--- config.mk ---
export PLATFORM = sky130hd
export DESIGN_NAME = frl_limiter
export DESIGN_NICKNAME = d
export VERILOG_FILES = /design/src/frl_pkg.sv /design/src/frl_limiter.sv
export SDC_FILE = /design/constraint.sdc
export NUM_CORES = 2
export LEC_CHECK = 0
export BUFFER_PORTS_ARGS = -buffer_cell sky130_fd_sc_hd__buf_2
export CORE_UTILIZATION = 51
export CTS_CLUSTER_SIZE = 30
export DETAILED_ROUTE_END_ITERATION = 7
export HOLD_SLACK_MARGIN = 0.1
export PLACE_DENSITY_LB_ADDON = 0.3
export SYNTH_ARGS = -nofsm -noshare
export SYNTH_HDL_FRONTEND = slang
export SYNTH_SLANG_ARGS = --single-unit
--- constraint.sdc ---
create_clock -name mclk_in -period 13.57 [get_ports mclk_in]
set_input_delay 0.6785 -clock mclk_in [delete_from_list [all_inputs] [get_ports mclk_in]]
set_output_delay 0.6785 -clock mclk_in [all_outputs]
set_load 0.03 [all_outputs]
--- src/frl_pkg.sv ---
// Constants, register map and types of the frequency reference limiter
package frl_pkg;
  // ==========================================================================
  // How it works
  // - Stop method takes 0 to 4; free-run at 2 drops the drive at once.
  // - Power braking (4) holds or reaccelerates while the DC bus is over its limit.
  // - Braking and stall holds act only in deceleration; power braking wins.
  // - Requests below the start frequency become zero; start is 0.01 to 10.00 Hz.
  // - Every selection is clamped to the maximum, which is 40.00 to 400.00 Hz.
  // - Keypad references pass the same start and maximum limits as the others.
  // - Limit enable is off at reset; on adds a lower and upper window.
  // - Lower limit resets to 0.50 Hz, up to maximum; upper resets to maximum.
  // - With the window on, speed settings except nominal clamp to the upper limit.
  // - With jump on, output never rests inside a jump band, whatever the source.
  // - A rising setting inside a band holds at the band floor until above it.
  // - Three bands, skipped both ways; defaults 10-15, 20-25 and 30-35 Hz.
  // - Decelerate stop ramps the output down to zero hertz, then stops.

  // ==========================================================================
  // Widths and timing (frequencies in steps of 0.01 Hz)
  localparam int          FREQ_W          = 16;
  localparam int          ADDR_W          = 8;
  localparam int          DATA_W          = 32;
  localparam int          NUM_BANDS       = 3;
  localparam int          CLK_MHZ         = 100;
  localparam int          RAMP_TICK_US    = 10;
  localparam int          RAMP_TICK_CYC   = RAMP_TICK_US * CLK_MHZ;
  localparam logic [15:0] RAMP_STEP       = 16'h0001;

  // ==========================================================================
  // Register byte offsets
  localparam logic [7:0]  OFS_CTRL        = 8'h00;
  localparam logic [7:0]  OFS_LOWEST      = 8'h04;
  localparam logic [7:0]  OFS_TOP         = 8'h08;
  localparam logic [7:0]  OFS_WIN_LO      = 8'h0C;
  localparam logic [7:0]  OFS_WIN_HI      = 8'h10;
  localparam logic [7:0]  OFS_NOMINAL     = 8'h14;
  localparam logic [7:0]  OFS_BAND_BASE   = 8'h18;
  localparam logic [7:0]  OFS_KEYPAD      = 8'h30;
  localparam logic [7:0]  OFS_STATUS      = 8'h34;
  localparam logic [7:0]  OFS_OUT_FREQ    = 8'h38;
  localparam logic [7:0]  OFS_TARGET      = 8'h3C;

  // ==========================================================================
  // Control register fields
  localparam int          CTRL_STOP_LSB   = 0;
  localparam int          CTRL_WIN_EN     = 4;
  localparam int          CTRL_JUMP_EN    = 5;
  localparam int          CTRL_STALL_SEL  = 6;
  localparam int          CTRL_KEY_SRC    = 7;
  localparam int          CTRL_REACCEL    = 8;
  localparam logic [2:0]  STOP_DECEL      = 3'h0;
  localparam logic [2:0]  STOP_FREE_RUN   = 3'h2;
  localparam logic [2:0]  STOP_PBRAKE     = 3'h4;
  localparam logic [2:0]  STOP_MAX        = 3'h4;

  // ==========================================================================
  // Setting ranges and reset values
  localparam logic [15:0] LOWEST_MIN      = 16'h0001;
  localparam logic [15:0] LOWEST_MAX      = 16'h03E8;
  localparam logic [15:0] LOWEST_RST      = 16'h0032;
  localparam logic [15:0] TOP_MIN         = 16'h0FA0;
  localparam logic [15:0] TOP_MAX         = 16'h9C40;
  localparam logic [15:0] TOP_RST         = 16'h1770;
  localparam logic [15:0] WIN_LO_RST      = 16'h0032;
  localparam logic [15:0] NOMINAL_RST     = 16'h1770;
  localparam logic [15:0] BAND_FLOOR_RST [NUM_BANDS] = '{16'h03E8, 16'h07D0, 16'h0BB8};
  localparam logic [15:0] BAND_CEIL_RST  [NUM_BANDS] = '{16'h05DC, 16'h09C4, 16'h0DAC};

  // ==========================================================================
  // Drive state
  typedef enum logic [1:0] {
    FRL_IDLE,
    FRL_RUN,
    FRL_STOPPING
  } frl_state_t;
endpackage

--- src/frl_limiter.sv ---
// Frequency reference limiter with jump bands, ramp and stop selection
module frl_limiter #(
  parameter int RAMP_TICK_CYCLES = frl_pkg::RAMP_TICK_CYC
) (
  // Clock and reset
  input  wire logic                        mclk_in,
  input  wire logic                        arst_n_in,
  // Register port
  input  wire logic [frl_pkg::ADDR_W-1:0]  addr_in,
  input  wire logic [frl_pkg::DATA_W-1:0]  wr_data_in,
  input  wire logic                        wr_in,
  input  wire logic                        rd_in,
  output logic      [frl_pkg::DATA_W-1:0]  rd_data_out,
  // Drive control
  input  wire logic                        run_in,
  input  wire logic [frl_pkg::FREQ_W-1:0]  ext_ref_in,
  input  wire logic                        dc_over_in,
  input  wire logic                        stall_in,
  // Drive outputs
  output logic                             drive_en_out,
  output logic      [frl_pkg::FREQ_W-1:0]  out_freq_out,
  output logic                             decel_out,
  output logic                             pbrake_act_out,
  output logic                             stall_act_out
);

  // ==========================================================================
  // Settings
  logic [2:0]                 stop_method;
  logic                       win_en;
  logic                       jump_en;
  logic                       stall_guard_select;
  logic                       key_src;
  logic                       reaccel_sel;
  logic [15:0]                lowest_run_frequency;
  logic [15:0]                top_frequency;
  logic [15:0]                win_lo;
  logic [15:0]                win_hi;
  logic [15:0]                nominal_motor_frequency;
  logic [15:0]                keypad_ref;
  logic [15:0]                band_floor [frl_pkg::NUM_BANDS];
  logic [15:0]                band_ceil  [frl_pkg::NUM_BANDS];

  // Datapath
  frl_pkg::frl_state_t        state;
  logic [15:0]                target;
  logic [15:0]                next_target;
  logic [15:0]                clamped;
  logic [15:0]                prev_clamped;
  logic                       rising;
  logic                       jump_hold;
  logic [15:0]                ramp_next;
  logic [15:0]                skip_next;
  logic                       ramp_tick;
  logic [31:0]                tick_cnt;
  logic [1:0]                 dc_sync;
  logic [1:0]                 stall_sync;
  logic                       dir_up;
  logic                       decelerating;
  logic [frl_pkg::NUM_BANDS-1:0] in_band;
  logic [frl_pkg::NUM_BANDS-1:0] ramp_in_band;
  logic [15:0]                wr_val;

  assign wr_val = wr_data_in[15:0];

  // Clamp a written speed setting to maximum, and to the window top if enabled
  function automatic logic [15:0] clamp_speed(input logic [15:0] v, input logic [15:0] top,
                                              input logic en, input logic [15:0] hi);
    logic [15:0] r;
    r = (v > top) ? top : v;
    return (en && (r > hi)) ? hi : r;
  endfunction

  // ==========================================================================
  // Pin synchronisers: comparator flags arrive from the analog side
  always_ff @(posedge mclk_in or negedge arst_n_in) begin
    if (!arst_n_in) begin
      dc_sync    <= 2'h0;
      stall_sync <= 2'h0;
    end else begin
      dc_sync    <= {dc_sync[0], dc_over_in};
      stall_sync <= {stall_sync[0], stall_in};
    end
  end

  // ==========================================================================
  // Control register writes
  always_ff @(posedge mclk_in or negedge arst_n_in) begin
    if (!arst_n_in) begin
      stop_method        <= frl_pkg::STOP_DECEL;
      win_en             <= 1'b0;
      jump_en            <= 1'b0;
      stall_guard_select <= 1'b0;
      key_src            <= 1'b0;
      reaccel_sel        <= 1'b0;
    end else if (wr_in && (addr_in == frl_pkg::OFS_CTRL)) begin
      // Out-of-range stop codes keep the previous method
      if (wr_data_in[frl_pkg::CTRL_STOP_LSB +: 3] <= frl_pkg::STOP_MAX) begin
        stop_method <= wr_data_in[frl_pkg::CTRL_STOP_LSB +: 3];
      end
      win_en             <= wr_data_in[frl_pkg::CTRL_WIN_EN];
      jump_en            <= wr_data_in[frl_pkg::CTRL_JUMP_EN];
      stall_guard_select <= wr_data_in[frl_pkg::CTRL_STALL_SEL];
      key_src            <= wr_data_in[frl_pkg::CTRL_KEY_SRC];
      reaccel_sel        <= wr_data_in[frl_pkg::CTRL_REACCEL];
    end
  end

  // Start and maximum frequency, kept inside their documented ranges
  always_ff @(posedge mclk_in or negedge arst_n_in) begin
    if (!arst_n_in) begin
      lowest_run_frequency <= frl_pkg::LOWEST_RST;
      top_frequency        <= frl_pkg::TOP_RST;
    end else if (wr_in) begin
      if (addr_in == frl_pkg::OFS_LOWEST) begin
        if (wr_val < frl_pkg::LOWEST_MIN) begin
          lowest_run_frequency <= frl_pkg::LOWEST_MIN;
        end else if (wr_val > frl_pkg::LOWEST_MAX) begin
          lowest_run_frequency <= frl_pkg::LOWEST_MAX;
        end else begin
          lowest_run_frequency <= clamp_speed(wr_val, top_frequency, win_en, win_hi);
        end
      end
      if (addr_in == frl_pkg::OFS_TOP) begin
        if (wr_val < frl_pkg::TOP_MIN) begin
          top_frequency <= frl_pkg::TOP_MIN;
        end else if (wr_val > frl_pkg::TOP_MAX) begin
          top_frequency <= frl_pkg::TOP_MAX;
        end else begin
          top_frequency <= wr_val;
        end
      end
    end
  end

  // Window limits, nominal frequency and keypad reference
  always_ff @(posedge mclk_in or negedge arst_n_in) begin
    if (!arst_n_in) begin
      win_lo                  <= frl_pkg::WIN_LO_RST;
      win_hi                  <= frl_pkg::TOP_RST;
      nominal_motor_frequency <= frl_pkg::NOMINAL_RST;
      keypad_ref              <= 16'h0000;
    end else if (wr_in) begin
      if (addr_in == frl_pkg::OFS_WIN_LO) begin
        win_lo <= clamp_speed(wr_val, top_frequency, win_en, win_hi);
      end
      if (addr_in == frl_pkg::OFS_WIN_HI) begin
        win_hi <= (wr_val > top_frequency) ? top_frequency : wr_val;
      end
      if (addr_in == frl_pkg::OFS_NOMINAL) begin
        // Nominal is exempt from the window top, only the maximum binds it
        nominal_motor_frequency <= (wr_val > top_frequency) ? top_frequency : wr_val;
      end
      if (addr_in == frl_pkg::OFS_KEYPAD) begin
        keypad_ref <= clamp_speed(wr_val, top_frequency, win_en, win_hi);
      end
    end
  end

  // ==========================================================================
  // Jump bands: register pair and membership tests per band
  generate
    for (genvar b = 0; b < frl_pkg::NUM_BANDS; b++) begin : g_band
      localparam logic [7:0] OFS_FLOOR = frl_pkg::OFS_BAND_BASE + 8'(8 * b);
      localparam logic [7:0] OFS_CEIL  = frl_pkg::OFS_BAND_BASE + 8'(8 * b + 4);

      always_ff @(posedge mclk_in or negedge arst_n_in) begin
        if (!arst_n_in) begin
          band_floor[b] <= frl_pkg::BAND_FLOOR_RST[b];
          band_ceil[b]  <= frl_pkg::BAND_CEIL_RST[b];
        end else if (wr_in && (addr_in == OFS_FLOOR)) begin
          // Floor may not pass its own ceiling
          band_floor[b] <= (wr_val > band_ceil[b]) ? band_ceil[b]
                         : clamp_speed(wr_val, top_frequency, win_en, win_hi);
        end else if (wr_in && (addr_in == OFS_CEIL)) begin
          band_ceil[b] <= (wr_val < band_floor[b]) ? band_floor[b]
                        : clamp_speed(wr_val, top_frequency, win_en, win_hi);
        end
      end

      // Setting on or inside the band edges, ramp value strictly inside
      assign in_band[b]      = (clamped >= band_floor[b]) && (clamped <= band_ceil[b]);
      assign ramp_in_band[b] = (ramp_next > band_floor[b]) && (ramp_next < band_ceil[b]);
    end
  endgenerate

  // ==========================================================================
  // Reference chain: source, maximum, window, start
  always_comb begin
    clamped = key_src ? keypad_ref : ext_ref_in;
    clamped = (clamped > top_frequency) ? top_frequency : clamped;
    clamped = (win_en && (clamped > win_hi)) ? win_hi : clamped;
    clamped = (win_en && (clamped < win_lo)) ? win_lo : clamped;
    clamped = (clamped < lowest_run_frequency) ? 16'h0000 : clamped;
  end

  // Jump holding after clamping, by this cycle's direction; lowest band has priority
  assign dir_up = (clamped > prev_clamped) || ((clamped == prev_clamped) && rising);
  always_comb begin
    next_target = clamped;
    jump_hold   = 1'b0;
    for (int b = frl_pkg::NUM_BANDS - 1; b >= 0; b--) begin
      if (jump_en && in_band[b]) begin
        next_target = dir_up ? band_floor[b] : band_ceil[b];
        jump_hold   = 1'b1;
      end
    end
  end

  // Direction of the setting; an unchanged value keeps the last direction
  always_ff @(posedge mclk_in or negedge arst_n_in) begin
    if (!arst_n_in) begin
      prev_clamped <= 16'h0000;
      rising       <= 1'b1;
      target       <= 16'h0000;
    end else begin
      prev_clamped <= clamped;
      rising       <= dir_up;
      target <= next_target;
    end
  end

  // ==========================================================================
  // Ramp tick divider
  always_ff @(posedge mclk_in or negedge arst_n_in) begin
    if (!arst_n_in) begin
      tick_cnt  <= 32'h00000000;
      ramp_tick <= 1'b0;
    end else begin
      ramp_tick <= (tick_cnt >= 32'(RAMP_TICK_CYCLES - 1));
      tick_cnt  <= (tick_cnt >= 32'(RAMP_TICK_CYCLES - 1)) ? 32'h00000000
                                                           : tick_cnt + 32'h00000001;
    end
  end

  // ==========================================================================
  // Ramp step with braking and stall holds
  logic [15:0] goal;
  assign goal         = (state == frl_pkg::FRL_RUN) ? target : 16'h0000;
  assign decelerating = (out_freq_out > goal);

  always_comb begin
    pbrake_act_out = decelerating && (stop_method == frl_pkg::STOP_PBRAKE) && dc_sync[1];
    stall_act_out  = decelerating && stall_guard_select && stall_sync[1]
                     && !pbrake_act_out;
    ramp_next      = out_freq_out; // Braking and stall holds keep this value
    if (out_freq_out < goal) begin
      ramp_next = ((goal - out_freq_out) > frl_pkg::RAMP_STEP) ?
                  out_freq_out + frl_pkg::RAMP_STEP : goal;
    end else if (pbrake_act_out) begin
      // Reaccelerate briefly or just flatten the slope to cut regeneration
      if (reaccel_sel && (out_freq_out < top_frequency)) begin
        ramp_next = out_freq_out + frl_pkg::RAMP_STEP;
      end
    end else if (decelerating && !stall_act_out) begin
      ramp_next = ((out_freq_out - goal) > frl_pkg::RAMP_STEP) ?
                  out_freq_out - frl_pkg::RAMP_STEP : goal;
    end
  end

  // A ramp value landing inside a band is pushed across it in the travel direction
  always_comb begin
    skip_next = ramp_next;
    for (int b = 0; b < frl_pkg::NUM_BANDS; b++) begin
      if (jump_en && ramp_in_band[b]) begin
        skip_next = (ramp_next > out_freq_out) ? band_ceil[b] : band_floor[b];
      end
    end
  end

  // ==========================================================================
  // Run and stop sequencing
  always_ff @(posedge mclk_in or negedge arst_n_in) begin
    if (!arst_n_in) begin
      state        <= frl_pkg::FRL_IDLE;
      out_freq_out <= 16'h0000;
      drive_en_out <= 1'b0;
      decel_out    <= 1'b0;
    end else begin
      unique case (state)
        frl_pkg::FRL_IDLE: begin
          out_freq_out <= 16'h0000;
          decel_out    <= 1'b0;
          if (run_in) begin
            state        <= frl_pkg::FRL_RUN;
            drive_en_out <= 1'b1;
          end
        end
        frl_pkg::FRL_RUN: begin
          if (!run_in && (stop_method == frl_pkg::STOP_FREE_RUN)) begin
            // No controlled stop: the load coasts on its own inertia
            state        <= frl_pkg::FRL_IDLE;
            drive_en_out <= 1'b0;
            out_freq_out <= 16'h0000;
            decel_out    <= 1'b0;
          end else begin
            if (!run_in) begin
              state <= frl_pkg::FRL_STOPPING;
            end
            if (ramp_tick) begin
              out_freq_out <= skip_next;
            end
            decel_out <= decelerating;
          end
        end
        frl_pkg::FRL_STOPPING: begin
          decel_out <= 1'b1;
          if (run_in) begin
            state <= frl_pkg::FRL_RUN;
          end else if (stop_method == frl_pkg::STOP_FREE_RUN) begin
            state        <= frl_pkg::FRL_IDLE;
            drive_en_out <= 1'b0;
            out_freq_out <= 16'h0000;
          end else if (out_freq_out == 16'h0000) begin
            state        <= frl_pkg::FRL_IDLE;
            drive_en_out <= 1'b0;
          end else if (ramp_tick) begin
            out_freq_out <= skip_next;
          end
        end
      endcase
    end
  end

  // ==========================================================================
  // Register readback, one cycle after the read strobe
  always_ff @(posedge mclk_in or negedge arst_n_in) begin
    if (!arst_n_in) begin
      rd_data_out <= 32'h00000000;
    end else if (rd_in) begin
      rd_data_out <= 32'h00000000;
      unique case (addr_in)
        frl_pkg::OFS_CTRL:     rd_data_out <= {23'h000000, reaccel_sel, key_src,
                                               stall_guard_select, jump_en, win_en,
                                               1'b0, stop_method};
        frl_pkg::OFS_LOWEST:   rd_data_out <= {16'h0000, lowest_run_frequency};
        frl_pkg::OFS_TOP:      rd_data_out <= {16'h0000, top_frequency};
        frl_pkg::OFS_WIN_LO:   rd_data_out <= {16'h0000, win_lo};
        frl_pkg::OFS_WIN_HI:   rd_data_out <= {16'h0000, win_hi};
        frl_pkg::OFS_NOMINAL:  rd_data_out <= {16'h0000, nominal_motor_frequency};
        frl_pkg::OFS_KEYPAD:   rd_data_out <= {16'h0000, keypad_ref};
        frl_pkg::OFS_STATUS:   rd_data_out <= {26'h0000000, jump_hold, stall_act_out,
                                               pbrake_act_out, decel_out, drive_en_out,
                                               state == frl_pkg::FRL_RUN};
        frl_pkg::OFS_OUT_FREQ: rd_data_out <= {16'h0000, out_freq_out};
        frl_pkg::OFS_TARGET:   rd_data_out <= {16'h0000, target};
        default: begin
          // Band registers decode from the base; other addresses read zero
          for (int b = 0; b < frl_pkg::NUM_BANDS; b++) begin
            if (addr_in == frl_pkg::OFS_BAND_BASE + 8'(8 * b)) begin
              rd_data_out <= {16'h0000, band_floor[b]};
            end
            if (addr_in == frl_pkg::OFS_BAND_BASE + 8'(8 * b + 4)) begin
              rd_data_out <= {16'h0000, band_ceil[b]};
            end
          end
        end
      endcase
    end
  end

endmodule

After elaboration in Yosys (flattened, before gate mapping)
Index checks and enable logic that the tools add are counted.
Widths: inputs -> output; s select.
{"block": "classes", "reduce_logical": 51, "n_lt_le_gt_ge": 37, "muxes": 68, "n_bitwise": 3, "n_eq_ne": 27, "addsub": 5}
{"cell": "$mux 16", "n": 42}
{"cell": "$pmux 32 s10", "n": 1}
{"cell": "$gt 16x16->1", "n": 13}
{"cell": "$mux 32", "n": 6}
{"cell": "$lt 16x16->1", "n": 10}
{"cell": "$eq 8x6->1 const B", "n": 8}
{"cell": "$ge 16x16->1", "n": 3}
{"cell": "$le 16x16->1", "n": 3}
{"cell": "$pmux 16 s3", "n": 1}
{"cell": "$add 32x1->32 const B", "n": 1}
{"cell": "$eq 8x5->1 const B", "n": 4}
{"cell": "$ge 32x10->1 const B", "n": 1}
{"cell": "$gt 16x1->1 const B", "n": 2}
{"cell": "$sub 16x16->16", "n": 2}
{"cell": "$logic_and 1x1->1", "n": 31}
{"cell": "$reduce_and 2->1", "n": 11}
{"cell": "$add 16x1->16 const B", "n": 1}
{"cell": "$eq 16x16->1", "n": 1}
{"cell": "$eq 8x4->1 const B", "n": 2}
{"cell": "$gt 16x10->1 const B", "n": 1}
{"cell": "$gt 16x16->1 const B", "n": 1}
{"cell": "$logic_not 16->1", "n": 1}
{"cell": "$lt 16x1->1 const B", "n": 1}
{"cell": "$lt 16x12->1 const B", "n": 1}
{"cell": "other kinds (23)", "n": 43}
{"block": "totals", "reg_bits": 322, "inputBits": 63, "word_cells": 221}

Longest topological paths before layout
{"block": "logic_depth", "word_depth": 23, "mapped_depth": 55, "depth_no_buf": 45}

Worst setup path after synthesis
OpenSTA, ideal clock, no wires.
{"block": "synth_timing", "path_kind": "register -> register", "from": "register key_src", "to": "register target[10]", "arrival_time_ns": 11.916, "path_buffers": 11, "setup_ns": 0.142, "setup_slack_ns": 1.512, "synth_period_minus_slack_ns": 12.058, "stages_incl_launch_ff": 52, "cell_sequence": "dfrtp_1 > clkbuf_1 > buf_1 > mux2_2 > ha_1 > nand4_1 > a2111o_1 > a31oi_4 > clkbuf_1 > a21oi_1 > ha_1 > nand4_1 > or4_1 > o21ai_0 > a31o_1 > clkbuf_1 > clkbuf_1 > nand2_1 > (+16 left out) > a21oi_1 > clkbuf_1 > a211oi_1 > ha_1 > a21o_1 > a21o_1 > a21o_1 > a21o_1 > a21o_1 > a21oi_1 > nor2b_1 > a311oi_4 > a2bb2oi_4 > inv_2 > buf_2 > buf_2 > a211oi_1 > a211oi_1"}
{"block": "synth_between", "elab_chain_cells": 18, "elab_cells_between_ends": 33, "cone_classes": "order compare: 11; eq/ne: 1; mux: 11; reduce/logical: 10"}
{"element": "start, declared", "line_no": "frl_limiter.sv:33", "rtl": "logic key_src;"}
{"element": "start signal, assigned", "line_no": "frl_limiter.sv:104", "rtl": "key_src <= wr_data_in[frl_pkg::CTRL_KEY_SRC];"}
{"element": "$mux 16 (*)", "line_no": "frl_limiter.sv:190", "rtl": "clamped = key_src ? keypad_ref : ext_ref_in;"}
{"element": "$gt 16x16->1", "line_no": "frl_limiter.sv:191", "rtl": "clamped = (clamped > top_frequency) ? top_frequency : clamped;"}
{"element": "$mux 16 (*)", "line_no": "frl_limiter.sv:191"}
{"element": "$gt 16x16->1", "line_no": "frl_limiter.sv:192", "rtl": "clamped = (win_en && (clamped > win_hi)) ? win_hi : clamped;"}
{"element": "$logic_and 1x1->1", "line_no": "frl_limiter.sv:192"}
{"element": "$mux 16 (*)", "line_no": "frl_limiter.sv:192"}
{"element": "$lt 16x16->1", "line_no": "frl_limiter.sv:193", "rtl": "clamped = (win_en && (clamped < win_lo)) ? win_lo : clamped;"}
{"element": "$logic_and 1x1->1", "line_no": "frl_limiter.sv:193"}
{"element": "(+3 left out)"}
{"element": "net clamped[9]", "line_no": "frl_limiter.sv:48", "rtl": "logic [15:0] clamped;"}
{"element": "branches (longest 2 deep; another with $gt 16x16->1)"}
{"element": "$logic_or 1x1->1 (*)", "line_no": "frl_limiter.sv:198", "rtl": "assign dir_up = (clamped > prev_clamped) || ((clamped == prev_clamped) && rising);"}
{"element": "net dir_up", "line_no": "frl_limiter.sv:58", "rtl": "logic dir_up;"}
{"element": "$mux 16", "line_no": "frl_limiter.sv:204", "rtl": "next_target = dir_up ? band_floor[b] : band_ceil[b];"}
{"element": "$mux 16 (2 in a row)", "line_no": "frl_limiter.sv:203", "rtl": "if (jump_en && in_band[b]) begin"}
{"element": "$mux 16 (*)", "line_no": "frl_limiter.sv:203"}
{"element": "net next_target[10]", "line_no": "frl_limiter.sv:47", "rtl": "logic [15:0] next_target;"}
{"element": "end signal, assigned", "line_no": "frl_limiter.sv:219", "rtl": "target <= next_target;"}
{"element": "end, declared", "line_no": "frl_limiter.sv:46", "rtl": "logic [15:0] target;"}
Mark *: on every way through the listed nets, which the timed path passes.
A chain may end at the register's enable or synchronous reset.

Final worst setup path
{"block": "layout_timing", "from": "register key_src", "to": "register target[14]"}
{"block": "layout_between", "elab_chain_cells": 18, "elab_cells_between_ends": 33, "cone_classes": "order compare: 11; eq/ne: 1; mux: 11; reduce/logical: 10"}
{"element": "$mux 16 (*)", "line_no": "frl_limiter.sv:190"}
{"element": "$gt 16x16->1", "line_no": "frl_limiter.sv:191"}
{"element": "$mux 16 (*)", "line_no": "frl_limiter.sv:191"}
{"element": "$gt 16x16->1", "line_no": "frl_limiter.sv:192"}
{"element": "$logic_and 1x1->1", "line_no": "frl_limiter.sv:192"}
{"element": "$mux 16 (*)", "line_no": "frl_limiter.sv:192"}
{"element": "$lt 16x16->1", "line_no": "frl_limiter.sv:193"}
{"element": "$logic_and 1x1->1", "line_no": "frl_limiter.sv:193"}
{"element": "$mux 16 (*)", "line_no": "frl_limiter.sv:193"}
{"element": "$lt 16x16->1", "line_no": "frl_limiter.sv:194", "rtl": "clamped = (clamped < lowest_run_frequency) ? 16'h0000 : clamped;"}
{"element": "$mux 16 (*)", "line_no": "frl_limiter.sv:194"}
{"element": "net clamped[9]", "line_no": "frl_limiter.sv:48"}
{"element": "branches (longest 6 deep; another with $gt 16x16->1)"}
{"element": "$mux 16 (*)", "line_no": "frl_limiter.sv:203"}
{"element": "net next_target[14]", "line_no": "frl_limiter.sv:47"}
Marked as above.

==> flow_summary.yaml <==
power:
  power_density_nw_per_um2: 189.9
  switch_share_pct: 51.30
  vdd_ir_drop_max_v: 0.0007741
  share_clk_of_total_power_pct: 16.1
  p_int_mw: 3.051
  leakagePower_nw: 14.96
  p_seq_share_pct: 17.6
  switching_power_mw: 3.214
  combPwrFrac_pct: 66.3
clock_network:
  clk_slew_on_worst_s_h_paths_ns: 0.06
  cts_hold_buf: 0
  ctsLongestPathBuffers: 3
  tritoncts_num_sinks: 306
  postCtsSetupBuffers: 0
  cts-root-buf: "sky130_fd_sc_hd__clkbuf_16"
  cts-htree-levels: 2
  cts_inserted_buffers: 35
  post_cts.resized_instances: 0
  clk-insertion-delay-late_ns: 0.55
  clock_tree_from_tritoncts: "yes"
placement:
  numPortBuffers: 82
  place.gp.congestion: 1.057
  dp.final_hpwl_um: 94480
  dpl-instance-area_um2: 31800
  placed_cells: 4396
detailed_routing:
  dr_wl_met3_um: 17220
  highest_metal_layer_with_signal_wires: "met5"
  route.detailed.drc: 5
  vias: 30410
  antenna_violating_nets_post_route: 0
  vias_per_cell: 6.817
  detailedRoute.firstPassIterationCount: 8
  met1Wirelength_um: 47440
  detail_route.iter0.violations: 4174
  wirelength_um: 124800
  routedWlPerCell_um: 27.99
  dr_wl_met2_um: 50300
global_routing:
  groute.usage.overall_pct: 40.79
  grt_first_pass_wirelength_um: 182100
  grt_pass1_vias: 27840
  antenna_found_initial: 3
  pin_count_of_the_biggest_net_entering_global_routing: 103
  grt-ovfl-total: 0
timing:
  maxSlewViolCount: 0
  finalHoldViolCount: 0
  timing.setup.tns_ns: 0
  slew_headroom_pct: 9.708
  fin_hold_ws_ns: 0.1620
  grt_setup_unrepaired: "false"
  skew_ns: 0.02860
  worst_slew_pin_slew_ns: 1.351
  maxClockFrequency_ghz: 0.07760
  final_period_minus_worst_setup_slack_ns: 12.89
  layout_worst_path_cycle_share_pct: 94.96
  report.final.setup_viol: 0
floorplanning:
  die_h_um: 244.7
  initial_core_util_pct: 51.86
  io_pins: 115
  die_area_um2: 59870
  die_width_um: 244.7
  placeableCoreArea_um2: 57920
  floorplan.rows: 88
layout:
  drive_gt1_share_pct: 11.32
  post_layout_nonfiller_instances: 4460
  final_net_count: 4187
  area_growth_syn_to_layout_pct: 9.840
  design_area_um2: 32990
  n_fill_cell: 5353
synthesis:
  synth_top_area_share_pct: 20.00
  yosys_most_used_dff: "sky130_fd_sc_hd__dfrtp_1"
  synth.top_cells.by_area: "sky130_fd_sc_hd__dfrtp_1 20%, sky130_fd_sc_hd__ha_1 19%, sky130_fd_sc_hd__dfstp_2 5.8%"
  yosys.cell_types.count: 90
  ys_seq_area_share_pct: 25.77
  ys_warnings: 0
  most_instantiated_library_cell_after_synthesis: "sky130_fd_sc_hd__ha_1"
  syn_area_per_cell_um2: 8.392
  synth-edff-count: 0
  synth_area_leader_cell: "sky130_fd_sc_hd__dfrtp_1"
  post_synth_most_frequent_cells: "454 x sky130_fd_sc_hd__ha_1, 296 x sky130_fd_sc_hd__nand2_1, 287 x sky130_fd_sc_hd__nor2_1"
  syn_inst: 3579
  postSynth.asyncResetShare_pct: 100.0
  syn-cell-area_um2: 30040
  register_bit_count_reported_by_yosys: 306
setup_path:
  worst-endpoint-arrival_ns: 13.30
  worst-setup-path-type: "flip-flop to flip-flop"
  max_stage_delay_ns: 0.77
  worst-r2r-setup-slack_ns: 0.68
  worst_setup_path_end_kind: "flip-flop"
  crit_path_max_fanout: 57
  critPathSlowestCell: "sky130_fd_sc_hd__a211oi_2"
  critPathRequiredTime_ns: 13.98
  worst_path_most_repeated_cell: "sky130_fd_sc_hd__a21oi_1"
  worstSetupStartpointType: "flip-flop"
status:
  status: "finished, violations left"
  violations: "DRC"
run:
  cap_violations: 0
worst_hold_path:
  hold_path_class: "primary input to async pin"
[layout by cell type (no fill, tap or decap), types with 11 or more instances in the layout]
cell type / count
sky130_fd_sc_hd__ha_1: 454
sky130_fd_sc_hd__nand2_1: 295
sky130_fd_sc_hd__nor2_1: 285
sky130_fd_sc_hd__a21oi_1: 282
sky130_fd_sc_hd__inv_1: 251
sky130_fd_sc_hd__dfrtp_1: 239
sky130_fd_sc_hd__o21ai_0: 237
sky130_fd_sc_hd__mux2i_1: 141
sky130_fd_sc_hd__a21o_1: 113
sky130_fd_sc_hd__buf_4: 108
sky130_fd_sc_hd__nand4_1: 88
sky130_fd_sc_hd__buf_2: 81
sky130_fd_sc_hd__dfstp_2: 66
sky130_fd_sc_hd__mux2_2: 59
sky130_fd_sc_hd__nand3_1: 56
sky130_fd_sc_hd__a22oi_1: 55
sky130_fd_sc_hd__a211oi_1: 54
sky130_fd_sc_hd__a221oi_1: 51
sky130_fd_sc_hd__o211ai_1: 43
sky130_fd_sc_hd__nor3_1: 43
sky130_fd_sc_hd__nand2b_1: 40
sky130_fd_sc_hd__nor2b_1: 39
sky130_fd_sc_hd__a22o_1: 38
sky130_fd_sc_hd__conb_1: 38
sky130_fd_sc_hd__a31oi_1: 37
sky130_fd_sc_hd__clkbuf_16: 37
sky130_fd_sc_hd__o21a_1: 32
sky130_fd_sc_hd__and3_1: 29
sky130_fd_sc_hd__xnor2_1: 27
sky130_fd_sc_hd__nor4_1: 24
sky130_fd_sc_hd__a211o_1: 17
sky130_fd_sc_hd__o31ai_1: 16
sky130_fd_sc_hd__or3_1: 16
sky130_fd_sc_hd__a221o_1: 15
sky130_fd_sc_hd__and4_1: 14
sky130_fd_sc_hd__a211oi_2: 13
sky130_fd_sc_hd__o2bb2ai_1: 13
sky130_fd_sc_hd__a2111oi_0: 12
sky130_fd_sc_hd__and2_1: 11
[state kept, by name, indices dropped and copies added (netlist names), 2 cells and up]
signal	count
stall_sync	2
state	2
band_ceil	48
rd_data_out	16
stop_method	3
win_hi	16
lowest_run_frequency	16
tick_cnt	32
out_freq_out	16
dc_sync	2
keypad_ref	16
nominal_motor_frequency	16
top_frequency	16
prev_clamped	16
band_floor	48
target	16
win_lo	16
[power groups by stage]
stage | Clock [mW] | Sequential (mW) | Combinational [mW]
floorplan | 0 | 1.09 | 2.84
global placement | 0 | 1.11 | 3.86
detailed placement | 0 | 1.11 | 3.92
CTS | 1.00 | 1.09 | 3.95
global route | 1.04 | 1.10 | 4.48
finish | 1.01 | 1.10 | 4.15
[metal layers]
metal	global-route usage, %	vias to the layer above
met1	52.66	14180
met3	12.93	572
met4	26.18	4
li1	-	13520
met2	58.54	2124
met5	0	-
[worst max-delay path: cells and delay by family (launching register included)]
family	cells	cell delay [ns]
mux	1	0.41
compound gates	26	7.12
buf+inv	5	1.35
flops	1	0.70
fa+ha+maj	5	1.40
simple gates	10	1.71
[metrics by stage]
stage / worst slack, ns / utilization [%] / power [mW]
after global routing: 0.2261 / 56.96 / 6.624
after floorplan: 1.512 / - / 3.928
after detailed placement: 0.9710 / 54.90 / 5.031
final: 0.6836 / 56.96 / 6.265
after global placement: 1.017 / 54.90 / 4.971
after CTS: 0.8645 / 56.96 / 6.044
[kinds of logic after synthesis]
family / share of synthesized area, %
flip-flops: 25.77
XOR/XNOR: 1.050
other: 0.01249
adder cells (fa/ha/maj): 19.08
buffers and inverters: 5.599
multiplexers: 6.911
AND/OR/NAND/NOR: 15.81
AO/OA/AOI/OAI: 25.77
[area by class of cell]
class                      count  area (um^2)  area share (%)
clock buffer                  47        993.5           3.011
inverter                     252        945.9           2.867
timing repair buffer         192         1271           3.853
sequential                   306         7741           23.46
tap                          765        957.2           2.901
clock inverter                16        197.7          0.5992
multi-input combinational   2881        20880           63.30
antenna                        1        2.502        0.007585
[path summary, 6_finish.rpt]
kind / startpoint / end / cells past startpoint
worst max register to register: key_src$_DFFE_PN0P_ / target[14]$_DFF_PN0_ / 47
worst min register to register: stall_sync[0]$_DFF_PN0_ / stall_sync[1]$_DFF_PN0_ / 0
worst min-delay path: arst_n_in / tick_cnt[15]$_DFF_PN0_ / 1
worst max-delay path: key_src$_DFFE_PN0P_ / target[14]$_DFF_PN0_ / 47
max in group asynchronous: arst_n_in / band_ceil[25]$_DFFE_PN0P_ / 4
min in group mclk_in: stall_in / stall_sync[0]$_DFF_PN0_ / 1
(Power assumes the default switching activity.)
